[src/design/pwm_out_pkg.sv]
// shared constants and types for the channel output stage
package pwm_out_pkg;
   localparam int NUM_CH    = 4;
   localparam int NUM_FAULT = 8;
   localparam int DT_W      = 16;

   // reset values
   localparam logic [3:0] OVR_SEL_RST  = 4'h0;
   localparam logic [3:0] IRQ_STAT_RST = 4'h0;
   localparam logic [DT_W-1:0] DT_VAL_RST = 16'h0000;

   // glitch filter: input must hold this many peripheral clocks plus one (two samples) to pass
   localparam int FILTER_CYCLES = 1;

   // gray counter states, sequence 00 01 11 10
   typedef enum logic [1:0] {
      GRAY_00 = 2'b00,
      GRAY_01 = 2'b01,
      GRAY_11 = 2'b11,
      GRAY_10 = 2'b10
   } gray_state_t;

   function automatic gray_state_t gray_next(input gray_state_t cur, input logic down);
      gray_state_t nxt;
      nxt = cur;
      unique case (cur)
         GRAY_00: nxt = down ? GRAY_10 : GRAY_01;
         GRAY_01: nxt = down ? GRAY_00 : GRAY_11;
         GRAY_11: nxt = down ? GRAY_01 : GRAY_10;
         GRAY_10: nxt = down ? GRAY_11 : GRAY_00;
      endcase
      return nxt;
   endfunction

   // set wins over clear for sticky or selection bits
   function automatic logic [3:0] set_clr(input logic [3:0] cur, input logic [3:0] set,
                                          input logic [3:0] clr);
      return (cur & ~clr) | set;
   endfunction
endpackage

[src/design/pwm_channel_output_stage.sv]
// four-channel output stage: gray counter, dead time, override, fault forcing
`timescale 1ns/1ns
// What this block does
// channel pair can output two-bit gray count
// gray enable drives channels 0 and 1
// gray direction changes while counter runs
// dead time gives complementary non-overlapping outputs
// software changes dead-time enable only when disabled
// dead-time counter delays each edge by value
// dead-time updates apply at period boundary
// each dead-time output has invert bit
// override selection replaces outputs with values
// set and clear touch written channels only
// direct writes immediate, buffered at period start
// selection readback shows active selection
// eight faults force outputs, above override
// software sets fault polarity, internal active high
// filter rejects pulses under one clock
// fault level mode or latched until cleared
// status shows input levels and active faults
// per-channel fault enables, sync group uses ch0
// trigger needs enabled channel; unfiltered acts clockless
// trigger resets counter, forces 0, 1 or hi-z
// software sets polarity before mode or enable
// fault interrupt set on trigger, read clears
// gray order 00 01 11 10, once per period
module pwm_channel_output_stage
   import pwm_out_pkg::*;
#(
   parameter int DTW = DT_W
)
(
   input  wire logic                            sys_clk,
   input  wire logic                            nrst,
   input  wire logic [NUM_CH-1:0]               chan_tick,
   input  wire logic [NUM_CH-1:0]               period_end,
   input  wire logic [NUM_CH-1:0]               compare_out,
   input  wire logic [NUM_CH-1:0]               chan_enabled,
   input  wire logic [NUM_CH-1:0]               sync_group,
   input  wire logic                            gray_enable_pair0,
   input  wire logic                            gray_count_down,
   input  wire logic [NUM_CH-1:0]               deadtime_enable,
   input  wire logic [NUM_CH-1:0]               deadtime_high_invert,
   input  wire logic [NUM_CH-1:0]               deadtime_low_invert,
   input  wire logic [NUM_CH-1:0]               deadtime_update_wr,
   input  wire logic [NUM_CH-1:0][DTW-1:0]      deadtime_high_value,
   input  wire logic [NUM_CH-1:0][DTW-1:0]      deadtime_low_value,
   input  wire logic [NUM_CH-1:0]               override_value_high,
   input  wire logic [NUM_CH-1:0]               override_value_low,
   input  wire logic                            override_set_wr,
   input  wire logic                            override_clear_wr,
   input  wire logic                            override_set_buffered_wr,
   input  wire logic                            override_clear_buffered_wr,
   input  wire logic [NUM_CH-1:0]               override_wdata_high,
   input  wire logic [NUM_CH-1:0]               override_wdata_low,
   input  wire logic [NUM_FAULT-1:0]            fault_pin,
   input  wire logic [NUM_FAULT-1:0]            fault_polarity,
   input  wire logic [NUM_FAULT-1:0]            fault_activation_mode,
   input  wire logic [NUM_FAULT-1:0]            fault_filter_enable,
   input  wire logic                            fault_clear_wr,
   input  wire logic [NUM_FAULT-1:0]            fault_clear_bit,
   input  wire logic [NUM_CH-1:0][NUM_FAULT-1:0] fault_channel_enable,
   input  wire logic [NUM_CH-1:0]               fault_value_high,
   input  wire logic [NUM_CH-1:0]               fault_value_low,
   input  wire logic [NUM_CH-1:0]               fault_tristate_high,
   input  wire logic [NUM_CH-1:0]               fault_tristate_low,
   input  wire logic [NUM_CH-1:0]               fault_irq_enable,
   input  wire logic                            fault_irq_status_rd,
   output logic [NUM_CH-1:0]                    override_sel_high,
   output logic [NUM_CH-1:0]                    override_sel_low,
   output logic [NUM_FAULT-1:0]                 fault_input_level,
   output logic [NUM_FAULT-1:0]                 fault_active_flags,
   output logic [NUM_CH-1:0]                    fault_irq_status,
   output logic                                 fault_irq,
   output logic [NUM_CH-1:0]                    counter_reset,
   output logic [NUM_CH-1:0]                    output_high_pin,
   output logic [NUM_CH-1:0]                    output_high_oe,
   output logic [NUM_CH-1:0]                    output_low_pin,
   output logic [NUM_CH-1:0]                    output_low_oe
);
   gray_state_t          gray_q;
   logic [NUM_CH-1:0]    wave_in, dt_high, dt_low, trip, trip_prev_q;
   logic [NUM_CH-1:0]    osh_q, osl_q, psh_q, psl_q, pch_q, pcl_q;
   logic [NUM_CH-1:0]    ov_high, ov_low;
   logic [NUM_FAULT-1:0] fault_trip;
   logic [NUM_CH-1:0]    apply_set_h, apply_set_l, apply_clr_h, apply_clr_l;

   // gray counter steps once per channel 0 period
   always_ff @(posedge sys_clk) begin
      if (!nrst)
         gray_q <= GRAY_00;
      else if (gray_enable_pair0 && period_end[0])
         gray_q <= gray_next(gray_q, gray_count_down);
   end

   // gray bits replace the comparator of channels 0 and 1, dead time still follows
   always_comb begin
      wave_in = compare_out;
      if (gray_enable_pair0) begin
         wave_in[0] = gray_q[0];
         wave_in[1] = gray_q[1];
      end
   end

   for (genvar c = 0; c < NUM_CH; c++) begin : g_dt
      pwm_deadtime_gen #(.W(DTW)) u_dt (
         .sys_clk              (sys_clk),
         .nrst                 (nrst),
         .chan_tick            (chan_tick[c]),
         .period_end           (period_end[c]),
         .compare_out          (wave_in[c]),
         .deadtime_enable      (deadtime_enable[c]),
         .deadtime_high_invert (deadtime_high_invert[c]),
         .deadtime_low_invert  (deadtime_low_invert[c]),
         .deadtime_update_wr   (deadtime_update_wr[c]),
         .deadtime_high_value  (deadtime_high_value[c]),
         .deadtime_low_value   (deadtime_low_value[c]),
         .deadtime_out_high    (dt_high[c]),
         .deadtime_out_low     (dt_low[c])
      );
   end

   for (genvar f = 0; f < NUM_FAULT; f++) begin : g_fault
      pwm_fault_input u_fault (
         .sys_clk               (sys_clk),
         .nrst                  (nrst),
         .fault_pin             (fault_pin[f]),
         .fault_polarity        (fault_polarity[f]),
         .fault_activation_mode (fault_activation_mode[f]),
         .fault_filter_enable   (fault_filter_enable[f]),
         .fault_clear_wr        (fault_clear_wr),
         .fault_clear_bit       (fault_clear_bit[f]),
         .fault_input_level     (fault_input_level[f]),
         .fault_active_flag     (fault_active_flags[f]),
         .fault_trip            (fault_trip[f])
      );
   end

   // buffered set and clear masks wait for each channel's period start
   always_ff @(posedge sys_clk) begin
      if (!nrst) begin
         psh_q <= OVR_SEL_RST;
         psl_q <= OVR_SEL_RST;
         pch_q <= OVR_SEL_RST;
         pcl_q <= OVR_SEL_RST;
      end else begin
         psh_q <= (psh_q & ~period_end) | ({NUM_CH{override_set_buffered_wr}} & override_wdata_high);
         psl_q <= (psl_q & ~period_end) | ({NUM_CH{override_set_buffered_wr}} & override_wdata_low);
         pch_q <= (pch_q & ~period_end) | ({NUM_CH{override_clear_buffered_wr}} & override_wdata_high);
         pcl_q <= (pcl_q & ~period_end) | ({NUM_CH{override_clear_buffered_wr}} & override_wdata_low);
      end
   end

   assign apply_set_h = ({NUM_CH{override_set_wr}} & override_wdata_high) | (psh_q & period_end);
   assign apply_set_l = ({NUM_CH{override_set_wr}} & override_wdata_low) | (psl_q & period_end);
   assign apply_clr_h = ({NUM_CH{override_clear_wr}} & override_wdata_high) | (pch_q & period_end);
   assign apply_clr_l = ({NUM_CH{override_clear_wr}} & override_wdata_low) | (pcl_q & period_end);

   // only written channels change, set wins over clear
   always_ff @(posedge sys_clk) begin
      if (!nrst) begin
         osh_q <= OVR_SEL_RST;
         osl_q <= OVR_SEL_RST;
      end else begin
         osh_q <= set_clr(osh_q, apply_set_h, apply_clr_h);
         osl_q <= set_clr(osl_q, apply_set_l, apply_clr_l);
      end
   end

   assign override_sel_high = osh_q;
   assign override_sel_low  = osl_q;
   assign ov_high = (osh_q & override_value_high) | (~osh_q & dt_high);
   assign ov_low  = (osl_q & override_value_low) | (~osl_q & dt_low);

   // fault trigger per channel; sync group members use channel 0 enables
   always_comb begin
      for (int c = 0; c < NUM_CH; c++) begin
         if (sync_group[c])
            trip[c] = chan_enabled[c] && |(fault_trip & fault_channel_enable[0]);
         else
            trip[c] = chan_enabled[c] && |(fault_trip & fault_channel_enable[c]);
      end
   end

   assign counter_reset = trip;

   // fault forcing sits above override and does not wait for a clock
   always_comb begin
      for (int c = 0; c < NUM_CH; c++) begin
         if (trip[c]) begin
            output_high_pin[c] = fault_value_high[c] & ~fault_tristate_high[c];
            output_high_oe[c]  = ~fault_tristate_high[c];
            output_low_pin[c]  = fault_value_low[c] & ~fault_tristate_low[c];
            output_low_oe[c]   = ~fault_tristate_low[c];
         end else begin
            output_high_pin[c] = ov_high[c];
            output_high_oe[c]  = 1'b1;
            output_low_pin[c]  = ov_low[c];
            output_low_oe[c]   = 1'b1;
         end
      end
   end

   // interrupt flags: set on trigger onset, cleared by status read, set wins
   always_ff @(posedge sys_clk) begin
      if (!nrst)
         trip_prev_q <= '0;
      else
         trip_prev_q <= trip;
   end

   always_ff @(posedge sys_clk) begin
      if (!nrst)
         fault_irq_status <= IRQ_STAT_RST;
      else
         fault_irq_status <= set_clr(fault_irq_status, trip & ~trip_prev_q,
                                     {NUM_CH{fault_irq_status_rd}});
   end

   assign fault_irq = |(fault_irq_status & fault_irq_enable);
endmodule

[src/design/pwm_deadtime_gen.sv]
// dead-time generator for one channel
`timescale 1ns/1ns
module pwm_deadtime_gen
   import pwm_out_pkg::*;
#(
   parameter int W = DT_W
)
(
   input  wire logic         sys_clk,
   input  wire logic         nrst,
   input  wire logic         chan_tick,
   input  wire logic         period_end,
   input  wire logic         compare_out,
   input  wire logic         deadtime_enable,
   input  wire logic         deadtime_high_invert,
   input  wire logic         deadtime_low_invert,
   input  wire logic         deadtime_update_wr,
   input  wire logic [W-1:0] deadtime_high_value,
   input  wire logic [W-1:0] deadtime_low_value,
   output logic              deadtime_out_high,
   output logic              deadtime_out_low
);
   logic [W-1:0] dth_q, dtl_q, pend_h_q, pend_l_q, cnt_q;
   logic         pend_q, oc_q, high_q, low_q, edge_seen;

   assign edge_seen = (compare_out != oc_q);

   always_ff @(posedge sys_clk) begin
      if (!nrst)
         oc_q <= 1'b0;
      else
         oc_q <= compare_out;
   end

   // new values wait for the period boundary
   always_ff @(posedge sys_clk) begin
      if (!nrst) begin
         pend_h_q <= DT_VAL_RST;
         pend_l_q <= DT_VAL_RST;
         pend_q   <= 1'b0;
         dth_q    <= DT_VAL_RST;
         dtl_q    <= DT_VAL_RST;
      end else begin
         if (deadtime_update_wr) begin
            pend_h_q <= deadtime_high_value;
            pend_l_q <= deadtime_low_value;
         end
         pend_q <= deadtime_update_wr | (pend_q & ~period_end);
         if (period_end && pend_q) begin
            dth_q <= pend_h_q;
            dtl_q <= pend_l_q;
         end
      end
   end

   // counter on the channel clock, restarted at each edge, saturating
   always_ff @(posedge sys_clk) begin
      if (!nrst)
         cnt_q <= '0;
      else if (edge_seen)
         cnt_q <= '0;
      else if (chan_tick && cnt_q != '1)
         cnt_q <= cnt_q + 1'b1;
   end

   always_ff @(posedge sys_clk) begin
      if (!nrst) begin
         high_q <= 1'b0;
         low_q  <= 1'b0;
      end else if (!deadtime_enable) begin
         high_q <= compare_out;
         low_q  <= ~compare_out;
      end else if (edge_seen) begin
         high_q <= compare_out && dth_q == '0;
         low_q  <= !compare_out && dtl_q == '0;
      end else begin
         high_q <= compare_out && cnt_q >= dth_q;
         low_q  <= !compare_out && cnt_q >= dtl_q;
      end
   end

   assign deadtime_out_high = high_q ^ deadtime_high_invert;
   assign deadtime_out_low  = low_q ^ deadtime_low_invert;
endmodule

[src/design/pwm_fault_input.sv]
// one fault input: synchroniser, glitch filter, polarity and latch
`timescale 1ns/1ns
module pwm_fault_input
   import pwm_out_pkg::*;
(
   input  wire logic sys_clk,
   input  wire logic nrst,
   input  wire logic fault_pin,
   input  wire logic fault_polarity,
   input  wire logic fault_activation_mode,
   input  wire logic fault_filter_enable,
   input  wire logic fault_clear_wr,
   input  wire logic fault_clear_bit,
   output logic      fault_input_level,
   output logic      fault_active_flag,
   output logic      fault_trip
);
   logic sync1_q, sync2_q, samp_q, filt_q, act_prev_q, latch_q;
   logic lvl, act_lvl, raw_act;

   always_ff @(posedge sys_clk) begin
      if (!nrst) begin
         sync1_q <= 1'b0;
         sync2_q <= 1'b0;
      end else begin
         sync1_q <= fault_pin;
         sync2_q <= sync1_q;
      end
   end

   // filter: level only passes after it held for FILTER_CYCLES + 1 samples
   always_ff @(posedge sys_clk) begin
      if (!nrst) begin
         samp_q <= 1'b0;
         filt_q <= 1'b0;
      end else begin
         samp_q <= sync2_q;
         if (samp_q == sync2_q)
            filt_q <= sync2_q;
      end
   end

   assign lvl     = fault_filter_enable ? filt_q : sync2_q;
   assign act_lvl = (lvl == fault_polarity);
   // unfiltered path acts straight from the pin, needs no clock
   assign raw_act = (fault_pin == fault_polarity);

   always_ff @(posedge sys_clk) begin
      if (!nrst)
         act_prev_q <= 1'b1;
      else
         act_prev_q <= act_lvl;
   end

   // latched mode: set on transition, clear only once input inactive
   always_ff @(posedge sys_clk) begin
      if (!nrst)
         latch_q <= 1'b0;
      else if (fault_activation_mode && act_lvl && !act_prev_q)
         latch_q <= 1'b1;
      else if (fault_clear_wr && fault_clear_bit && !act_lvl)
         latch_q <= 1'b0;
   end

   always_ff @(posedge sys_clk) begin
      if (!nrst) begin
         fault_input_level <= 1'b0;
         fault_active_flag <= 1'b0;
      end else begin
         fault_input_level <= lvl;
         fault_active_flag <= fault_activation_mode ? latch_q : act_lvl;
      end
   end

   always_comb begin
      if (fault_activation_mode)
         fault_trip = latch_q | (fault_filter_enable ? act_lvl : raw_act);
      else
         fault_trip = fault_filter_enable ? act_lvl : raw_act;
   end
endmodule

[config.mk]
export PLATFORM = sky130hd
export DESIGN_NAME = pwm_channel_output_stage
export DESIGN_NICKNAME = d
export VERILOG_FILES = /design/src/design/pwm_out_pkg.sv /design/src/design/pwm_channel_output_stage.sv /design/src/design/pwm_deadtime_gen.sv /design/src/design/pwm_fault_input.sv
export SDC_FILE = /design/constraint.sdc
export NUM_CORES = 1
export LEC_CHECK = 0
export BUFFER_PORTS_ARGS = -buffer_cell sky130_fd_sc_hd__buf_2
export CAP_MARGIN = 20
export CORE_ASPECT_RATIO = 2
export CORE_MARGIN = 8
export CORE_UTILIZATION = 58
export DETAILED_ROUTE_END_ITERATION = 12
export PLACE_DENSITY = 0.82
export SYNTH_ARGS = -nofsm -noshare
export SYNTH_HDL_FRONTEND = slang
export SYNTH_SLANG_ARGS = --single-unit
[constraint.sdc]
create_clock -name sys_clk -period 5.05 [get_ports sys_clk]
set_clock_uncertainty 0.2 [all_clocks]
set_input_delay 1.01 -clock sys_clk [delete_from_list [all_inputs] [get_ports sys_clk]]
set_output_delay 1.01 -clock sys_clk [all_outputs]
set_load 0.01 [all_outputs]
==> flow_summary.json, run 1 <==
{
  "status": "complete, no violations",
  "synthCells": 2290,
  "critPathLaunchType": "input pin",
  "syn_nets": 2704,
  "vias": 16944,
  "avgRoutedWirePerCell_um": 17.6,
  "relSlewSlack_pct": 31.3,
  "num_io_pins": 331,
  "drt-initial-drc-count": 950,
  "clock_sinks": 434,
  "start_util_pct": 58.7,
  "swShare_pct": 24.4,
  "synth.top_cell.area_share_pct": 44.0,
  "antenna_found_initial": 6,
  "grt_setup_unrepaired": "no",
  "final_layout_size_suffix_gt1_share_pct": 16.1,
  "rows": 95,
  "holdCritPathClass": "flop to flop",
  "ys_seq_area_share_pct": 44.0,
  "clk_pin_slew_worst_paths_ps": 60,
  "slew_violations": 0,
  "die-height_um": 277,
  "syn_area_per_cell_um2": 8.63,
  "fp.coreArea_um2": 33600,
  "cts_buffer_depth": 3,
  "fin_setup_tns_ps": 0,
  "gp_congestion": 0.930,
  "synth_flop_cell": "dfxtp_1",
  "reg2reg_slack_ps": 2540,
  "ant_nets": 0,
  "dp_cells": 2946,
  "synthDistinctLibCells": 60,
  "track_usage_pct": 25.4,
  "synthArstFlopShare_pct": 0,
  "grt-ovfl-total": 0,
  "die_w_um": 147,
  "grt_max_degree": 155,
  "setup_viol": 0,
  "cts.repair.resized": 0,
  "hold_violations": 0,
  "nNetsFinal": 2969,
  "cts_hold_buf": 0,
  "first_pass_iters": 5,
  "synthTopCellsByArea": "dfxtp_1 (44%), ha_1 (8.4%), mux2i_1 (8.4%), nand2_1 (6.1%), nor2_1 (5.8%)",
  "port_buffers": 329,
  "yosys_register_bits": 434,
  "p_leak_nw": 9.79,
  "dieArea_um2": 40600,
  "viasPerCell": 5.60,
  "p_switching_mw": 1.80,
  "worst_ir_drop_vdd_uv": 350,
  "max_cap_violations": 0,
  "crit_required_ps": 3840,
  "dpl.hpwl_um": 40500,
  "power_frac_comb_pct": 9.9,
  "power_mw": 7.36,
  "layout_setup_ws_ps": 644,
  "p_int_mw": 5.56,
  "fin_crit_sh_pct": 87.2,
  "cts_buffers": 39,
  "fmax_mhz": 227,
  "yosysWarnings": 0,
  "h-tree-depth": 2,
  "crit_fanout": 7,
  "crit_type": "input pin to output port",
  "fin_util_pct": 68.2,
  "cts_setup_buffers": 0,
  "worstPathArrival_ps": 3200,
  "instances_no_fill": 3024,
  "cts_tree": "done",
  "pwr-share-clk_pct": 40.7,
  "clk_latency_ps": 550,
  "ys_top_cells_by_count": "dfxtp_1 (434), nand2_1 (323), nor2_1 (303)",
  "fin_crit_ps": 4410,
  "cts_root_buf": "clkbuf_16",
  "pwr_density_cell_nw_per_um2": 321,
  "synth_edf_count": 0,
  "synth_most_common_cell": "dfxtp_1",
  "grt_pass1_wl_um": 85600,
  "area_delta_synth_final_pct": 16.1,
  "place_ws_ps": 538,
  "drc": 0,
  "syn-cell-area_um2": 19800,
  "worst_slew_pin_slew_ps": 1030,
  "drt-total-wl_um": 53200,
  "synth_top_cell_by_area": "dfxtp_1",
  "power_frac_seq_pct": 49.4,
  "grt_pass1_vias": 17371,
  "cp-end-kind": "output port"
}
-- cell type report --
| class | instances | area, um^2 |
|---|---|---|
| Antenna cell | 4 | 10.0 |
| Clock buffer | 54 | 1090 |
| Clock inverter | 16 | 193 |
| Fill cell | 2648 | 10700 |
| Inverter | 138 | 526 |
| Multi-Input combinational cell | 1602 | 10000 |
| Sequential cell | 434 | 8690 |
| Tap cell | 436 | 546 |
| Timing Repair Buffer | 340 | 1830 |
-- power by group through the flow --
stage	combinational (mW)	sequential [mW]	clock (mW)
after floorplan	0.448	3.69	0
after global placement	0.692	3.71	0
after detailed placement	0.715	3.71	0
after CTS	0.721	3.64	3.04
after global routing	0.802	3.65	3.18
final	0.728	3.64	2.99
-- cell usage in the layout, fill, tap and decap left out, drive strengths merged, types with 42 or more instances in the layout --
cell	instances
a22oi	42
ha	132
inv	142
clkbuf	54
nand2	323
mux2i	165
dfxtp	434
buf	340
nor2	303
a21oi	220
xnor2	44
-- metal layers --
metal	part of all wire (%)	GRT usage, %
met3	4.9	4.04
met5	0.049	0
met2	54	48.8
met4	4.6	12.3
met1	37	25.9
-- state kept, by name, summed over array words and instances, names as in the netlist, 64 cells and up --
name                flops
g_dt.u_dt.pend_l_q     64
g_dt.u_dt.pend_h_q     64
g_dt.u_dt.cnt_q        64
g_dt.u_dt.dtl_q        64
g_dt.u_dt.dth_q        64
-- logic make-up (layout without fill, tap and decap cells) --
family	after synthesis	count (layout)	share of synthesized area, %
flip-flops	434	434	44.0
AND/OR/NAND/NOR	852	852	19.2
XOR/XNOR	74	74	3.28
buffers and inverters	254	548	5.17
adder cells (fa/ha/maj)	132	132	8.36
multiplexers	165	165	8.36
other	0	4	0
AO/OA/AOI/OAI	379	379	11.6
-- stage by stage --
step	area (um^2)	hold slack (ps)
floorplan	19800	212
detailed placement	21500	220
CTS	22800	236
global route	22900	246
finish	22900	236
global placement	21500	217
-- path summary, 6_finish.rpt --
| check | startpoint | to | cells past startpoint |
|---|---|---|---|
| max | fault_filter_enable[5] | output_high_pin[2] | 10 |
| min | g_fault[3].u_fault.sync1_q | g_fault[3].u_fault.sync2_q | 1 |
| max reg2reg | g_dt[2].u_dt.cnt_q[3] | g_dt[2].u_dt.cnt_q[13] | 6 |
| min reg2reg | g_fault[3].u_fault.sync1_q | g_fault[3].u_fault.sync2_q | 1 |
-- critical path, cell delays in order --
cell	delay [ps]
buf_2	110
mux2i_1	260
mux2i_1	480
a22oi_1	170
nand4_1	270
a21oi_1	180
nor2b_1	140
buf_4	200
mux2i_1	210
buf_2	160
No activity file was read; power rests on OpenSTA's default activity.
==> run 2: changes to the inputs <==
--- a/config.mk
+++ b/config.mk
@@ -14,4 +14,5 @@
 export PLACE_DENSITY = 0.82
 export SYNTH_ARGS = -nofsm -noshare
 export SYNTH_HDL_FRONTEND = slang
+export SYNTH_HIERARCHICAL = 1
 export SYNTH_SLANG_ARGS = --single-unit
==> flow_summary.json, run 2 <==
{
  "status": "complete, no violations",
  "grtUsageMet3_pct": 4.57,
  "clk_latency_ps": 540,
  "fin_crit_sh_pct": 86.1,
  "reg2reg_depth": 5,
  "area_delta_synth_final_pct": 16.7,
  "vias": 17656,
  "synth_edf_count": 0,
  "avgRoutedWirePerCell_um": 19.1,
  "path_delay_family": "simple AND/OR/NAND/NOR gates",
  "cts_hold_buf": 0,
  "port_buffers": 329,
  "layout_setup_ws_ps": 704,
  "grt-ovfl-total": 0,
  "met2_usage_pct": 53.4,
  "worstPathArrival_ps": 3140,
  "rows": 96,
  "cpPeakStageDelay_ps": 480,
  "drc": 0,
  "die_w_um": 148,
  "cts_buffer_depth": 3,
  "first_pass_iters": 5,
  "cts_root_buf": "clkbuf_16",
  "crit_fanout": 6,
  "grt_pass1_wl_um": 90900,
  "crit_required_ps": 3840,
  "dieArea_um2": 41400,
  "yosysWarnings": 6,
  "grtUsageMet1_pct": 26.0,
  "cp-end-kind": "output port",
  "cts.repair.resized": 0,
  "worstHoldEndpoint": "g_fault[3].u_fault/sync2_q",
  "synthTopCellsByArea": "dfxtp_1 (43%), ha_1 (8.2%), mux2i_1 (7.7%), nand2_1 (7.1%), a21oi_1 (5.3%)",
  "crit_buf_inv": 2,
  "syn-cell-area_um2": 20200,
  "grt_pass1_vias": 17592,
  "syn_area_per_cell_um2": 8.70,
  "fmax_mhz": 230,
  "clock_sinks": 434,
  "hold_depth": 1,
  "fin_crit_ps": 4350,
  "ant_nets": 0,
  "crit_type": "input pin to output port",
  "slew_violations": 0,
  "critPathLaunchType": "input pin",
  "final_cell_mix": "dfxtp_1 (434), nand2_1 (383), buf_2 (328), a21oi_1 (212), nor2_1 (197)",
  "syn_nets": 2736,
  "path_cells": "buf_2 -> mux2i_1 -> xnor2_1 -> nand2_1 -> a22oi_1 -> and4_1 -> and2b_2 -> mux2i_1 -> buf_2",
  "num_io_pins": 331,
  "viasPerCell": 5.73,
  "min_from": "g_fault[3].u_fault/sync1_q",
  "die-height_um": 280,
  "rr_endpoint": "g_dt[1].u_dt/cnt_q[14]",
  "start_util_pct": 58.8,
  "reg2reg_slack_ps": 2450,
  "final_common_cell": "dfxtp_1",
  "busiest_layer": "met2",
  "relSlewSlack_pct": 27.8,
  "drt-initial-drc-count": 954,
  "synthDistinctLibCells": 54,
  "cts_tree": "done",
  "clk_pin_slew_worst_paths_ps": 60,
  "synth_most_common_cell": "dfxtp_1",
  "place_ws_ps": 706,
  "grt_max_degree": 71,
  "max_cap_violations": 0,
  "grt_setup_unrepaired": "no",
  "pwr_density_cell_nw_per_um2": 324,
  "fp.coreArea_um2": 34400,
  "timing.rr.start": "gray_q[1]",
  "drt-total-wl_um": 58900,
  "cts_setup_buffers": 0,
  "hold_violations": 0,
  "setup_viol": 0,
  "track_usage_pct": 27.2,
  "final_layout_size_suffix_gt1_share_pct": 17.2,
  "synthCells": 2322,
  "h-tree-depth": 2,
  "holdCritPathClass": "flop to flop",
  "p_leak_nw": 9.99,
  "synth_flop_cell": "dfxtp_1",
  "crit_slowest_cell": "and4_1",
  "worst_slew_pin_slew_ps": 1080,
  "dpl.hpwl_um": 45400,
  "synth_top_cell_by_area": "dfxtp_1",
  "synthArstFlopShare_pct": 0,
  "worst_ir_drop_vdd_uv": 331,
  "synth.top_cell.area_share_pct": 43.0,
  "nNetsFinal": 3024,
  "ys_top_cells_by_count": "dfxtp_1 (434), nand2_1 (383), a21oi_1 (212)",
  "cts_buffers": 39,
  "gp_congestion": 0.987,
  "fin_setup_tns_ps": 0,
  "yosys_register_bits": 434,
  "ys_seq_area_share_pct": 43.0,
  "antenna_found_initial": 6
}
[run 2: cell count changes after synthesis, moves of 15 or more]
| cell | before | now |
|---|---|---|
| nor2_1 | 303 | 197 |
| buf_4 | 17 | 0 |
| nor2b_1 | 18 | 39 |
| nand2_1 | 323 | 383 |
| xnor2_1 | 44 | 25 |
| a21o_1 | 23 | 8 |
| inv_1 | 137 | 158 |
| nand3_1 | 33 | 52 |
| o21ai_0 | 27 | 57 |
[run 2: power breakdown]
part | internal [mW] | switching (mW) | leakage, nW
clock network | 1.93 | 1.30 | 0.679
registers | 3.55 | 0.0904 | 3.55
logic | 0.330 | 0.428 | 5.77
[run 2: worst max-delay path by stage]
stage	from	endpoint	slack (ps)	cells past startpoint
final	fault_filter_enable[7]	output_high_pin[0]	700	9
after global routing	fault_filter_enable[7]	output_high_pin[3]	510	9
after CTS	fault_filter_enable[7]	output_low_pin[0]	700	9
after detailed placement	fault_filter_enable[7]	output_low_pin[0]	710	9
after global placement	fault_filter_enable[5]	output_low_pin[0]	730	9
after floorplan	fault_filter_enable[4]	output_high_pin[1]	1280	8
[run 2: per-stage QoR]
| stage | util [%] | hold WS, ps | instance area (um^2) | power [mW] | instances |
|---|---|---|---|---|---|
| after floorplan | - | 212 | 20200 | 4.14 | 2322 |
| after global placement | 64.1 | 218 | 22000 | 4.43 | 3005 |
| after detailed placement | 64.1 | 219 | 22000 | 4.46 | 3005 |
| after CTS | 68.2 | 237 | 23400 | 7.67 | 3074 |
| after global routing | 68.6 | 248 | 23600 | 7.90 | 3081 |
| final | 68.6 | 232 | 23600 | 7.64 | 3081 |
[run 2: area by class of cell]
cell class	count	area, um^2
clock buffers	56	1170
fillers	2703	10800
repair buffers	336	1780
diodes	2	5.00
multi-input cells	1641	10500
flip-flops and latches	434	8690
inverters	158	593
clock inverters	13	234
well taps	441	552
[run 2: per-layer routing]
| metal | part of all wire, % | wire length (um) | vias up |
|---|---|---|---|
| met4 | 5.1 | 3000 | 0 |
| met1 | 35 | 20600 | 8311 |
| met5 | 0 | 0 | - |
| li1 | - | - | 8565 |
| met3 | 5.6 | 3290 | 166 |
| met2 | 54 | 32100 | 614 |
[run 2: cells by family after synthesis]
| kind of cell | count (synthesis) | share of synthesized area, % |
|---|---|---|
| AOI/OAI and AO/OA | 427 | 13.7 |
| xor gates and xnor gates | 62 | 2.69 |
| adders and majority gates | 132 | 8.18 |
| buffers and inverters | 247 | 4.78 |
| DFF | 434 | 43.0 |
| muxes | 166 | 8.39 |
| and+or+nand+nor | 854 | 19.3 |
==> run 3: changes to the inputs <==
--- a/config.mk
+++ b/config.mk
@@ -5,13 +5,14 @@
 export SDC_FILE = /design/constraint.sdc
 export NUM_CORES = 1
 export LEC_CHECK = 0
+export ABC_AREA = 1
 export BUFFER_PORTS_ARGS = -buffer_cell sky130_fd_sc_hd__buf_2
 export CAP_MARGIN = 20
 export CORE_ASPECT_RATIO = 2
 export CORE_MARGIN = 8
-export CORE_UTILIZATION = 58
+export CORE_UTILIZATION = 52
 export DETAILED_ROUTE_END_ITERATION = 12
-export PLACE_DENSITY = 0.82
+export PLACE_DENSITY = 0.77
 export SYNTH_ARGS = -nofsm -noshare
 export SYNTH_HDL_FRONTEND = slang
 export SYNTH_HIERARCHICAL = 1
==> constraint.sdc (replaced) <==
create_clock -name sys_clk -period 3.8 [get_ports sys_clk]
set_clock_uncertainty 0.2 [all_clocks]
set_input_delay 0.76 -clock sys_clk [delete_from_list [all_inputs] [get_ports sys_clk]]
set_output_delay 0.76 -clock sys_clk [all_outputs]
set_load 0.01 [all_outputs]
==> flow_summary.json, run 3 <==
{
  "min_from": "g_fault[3].u_fault/sync1_q",
  "fin_util_pct": 61.2,
  "hold_violations": 0,
  "crit_required_ps": 2840,
  "final_common_cell": "nand2_1",
  "path_cells": "buf_2 -> nand2_2 -> nand2_1 -> o21ai_1 -> nand2_1 -> nand2_1 -> nor2_1 -> nand3_1 -> nand2_1 -> nor2_4 -> nand2_1 -> o21ai_1 -> buf_2",
  "synthTopCellsByArea": "dfxtp_1 (41%), nand2_1 (9.5%), ha_1 (7.8%), nor2_1 (7.2%), a21oi_1 (6.5%)",
  "worst_ir_drop_vdd_uv": 415,
  "crit_slowest_cell": "o21ai_1",
  "fin_setup_tns_ps": 0,
  "antenna_found_initial": 7,
  "syn-cell-area_um2": 21100,
  "cts_buffer_depth": 3,
  "syn_nets": 3313,
  "power_frac_comb_pct": 13.0,
  "avgRoutedWirePerCell_um": 15.9,
  "syn_area_per_cell_um2": 7.27,
  "start_util_pct": 52.6,
  "cts_buffers": 40,
  "synth.top_cell.area_share_pct": 41.2,
  "crit_fanout": 8,
  "cts_tree": "done",
  "ant_nets": 0,
  "area_delta_synth_final_pct": 16.3,
  "critPathLaunch": "fault_filter_enable[4]",
  "synth_flop_cell": "dfxtp_1",
  "max_cap_violations": 0,
  "fin_crit_ps": 3480,
  "cts_root_buf": "clkbuf_16",
  "synthArstFlopShare_pct": 0,
  "clock_sinks": 434,
  "cpPeakStageDelay_ps": 410,
  "fmax_mhz": 287,
  "drt-total-wl_um": 59500,
  "drt-initial-drc-count": 957,
  "clk_pin_slew_worst_paths_ps": 60,
  "setup_viol": 0,
  "cp-end-kind": "output port",
  "dieArea_um2": 47600,
  "power_mw": 10.4,
  "cts_hold_buf": 0,
  "holdCritPathClass": "flop to flop",
  "final_cell_mix": "nand2_1 (533), dfxtp_1 (434), nor2_1 (402), buf_2 (328), inv_1 (324)",
  "fp.coreArea_um2": 40100,
  "h-tree-depth": 2,
  "num-fill-cells": 3645,
  "worstPathArrival_ps": 2520,
  "track_usage_pct": 24.5,
  "place_ws_ps": 297,
  "die_w_um": 158,
  "port_buffers": 329,
  "path_common_cell": "nand2_1",
  "p_switching_mw": 2.76,
  "ys_top_cells_by_count": "nand2_1 (533), dfxtp_1 (434), nor2_1 (402)",
  "slew_violations": 0,
  "relSlewSlack_pct": 35.9,
  "crit_type": "input pin to output port",
  "dpl.hpwl_um": 46300,
  "critPathLaunchType": "input pin",
  "synth_top_cell_by_area": "dfxtp_1",
  "synthCells": 2899,
  "vias": 19736,
  "p_int_mw": 7.68,
  "yosysWarnings": 6,
  "power_frac_seq_pct": 46.9,
  "gp_congestion": 0.926,
  "viasPerCell": 5.26,
  "swShare_pct": 26.4,
  "ys_seq_area_share_pct": 41.2,
  "die-height_um": 301,
  "cts.repair.resized": 0,
  "timing.rr.start": "g_dt[1].u_dt/cnt_q[1]",
  "status": "complete, no violations",
  "cts_setup_buffers": 0,
  "rows": 104,
  "p_leak_nw": 11.5,
  "drc": 0,
  "layout_setup_ws_ps": 316,
  "grt_max_degree": 108,
  "synth_most_common_cell": "nand2_1",
  "grt_pass1_wl_um": 94700,
  "pwr_density_cell_nw_per_um2": 426,
  "num_io_pins": 331,
  "worst_slew_pin_slew_ps": 960,
  "fin_crit_sh_pct": 91.7,
  "hold_slack_ps": 217,
  "nNetsFinal": 3600,
  "clk_latency_ps": 550,
  "synthDistinctLibCells": 35,
  "synth_edf_count": 0,
  "yosys_register_bits": 434,
  "first_pass_iters": 6,
  "grt_setup_unrepaired": "no",
  "pwr-share-clk_pct": 40.1,
  "grt-ovfl-total": 0,
  "grt_pass1_vias": 19694,
  "final_layout_size_suffix_gt1_share_pct": 16.3
}
-- run 3: cell count changes in the layout (fill, tap and decap cells not counted), moves of 18 or more --
cell,before,now
o21ai_0,57,268
nor2_1,197,402
inv_1,154,324
mux2i_1,156,6
nand2_1,383,533
nand3_1,52,122
a21oi_1,212,273
nor4_1,40,0
nor2b_1,39,0
a22oi_1,36,0
o21ai_1,4,40
and2_1,34,0
nand2_2,0,25
inv_2,3,21
-- run 3: worst max-delay path, delay by kind of cell --
kind	cells	cell delay (ps)
AND/OR/NAND/NOR	9	1010
AO/OA/AOI/OAI	2	490
buffers and inverters	2	260
-- run 3: cells by family (layout without fill, tap and decap cells) --
group	Yosys count	count (layout)	share of synthesized area (%)
other	0	7	0
buffers and inverters	441	757	8.15
DFF	434	434	41.2
xor gates and xnor gates	54	54	2.24
adders and majority gates	132	132	7.83
muxes	8	8	0.392
and+or+nand+nor	1208	1208	24.9
AOI/OAI and AO/OA	622	622	15.3
-- run 3: routing by layer --
metal  track usage (%)  wire [um]  vias to the layer above  part of all wire, %
met2              46.6      31500                      594                   53
li1                  -          -                     9968                    -
met1              24.7      21700                     8978                   36
met5                 0         13                        -                0.022
met3              3.87       3330                      194                  5.6
met4              12.9       3040                        2                  5.1
-- run 3: area by class of cell --
cell class,instances,area [um^2],area share (%)
multi-input combinational,2024,10700,43.5
sequential,434,8690,35.4
timing repair buffer,341,1810,7.38
inverter,345,1290,5.28
clock buffer,55,1180,4.81
tap,530,663,2.70
clock inverter,16,196,0.801
antenna,7,17.5,0.0714
-- run 3: worst paths after layout --
kind	endpoint	depth (start not counted)	slack, ps
worst max-delay path	output_low_pin[2]	13	320
worst min-delay path	g_fault[3].u_fault/sync2_q	2	220
worst max register to register	g_dt[1].u_dt/cnt_q[0]	8	1470
worst min register to register	g_fault[3].u_fault/sync2_q	2	220
-- run 3: power groups by stage --
| stage | combinational (mW) | sequential [mW] | clock (mW) |
|---|---|---|---|
| finish | 1.35 | 4.90 | 4.19 |
| global route | 1.53 | 4.92 | 4.48 |
| CTS | 1.35 | 4.90 | 4.29 |
| detailed placement | 1.34 | 5.00 | 0 |
| global placement | 1.29 | 4.99 | 0 |
| floorplan | 0.858 | 4.97 | 0 |
-- run 3: metrics by stage --
step,cell area (um^2),std cells
2_1_floorplan,21100,2899
3_3_place_gp,23100,3672
3_5_place_dp,23100,3672
4_1_cts,24500,3743
5_1_grt,24500,3749
6_report,24500,3752
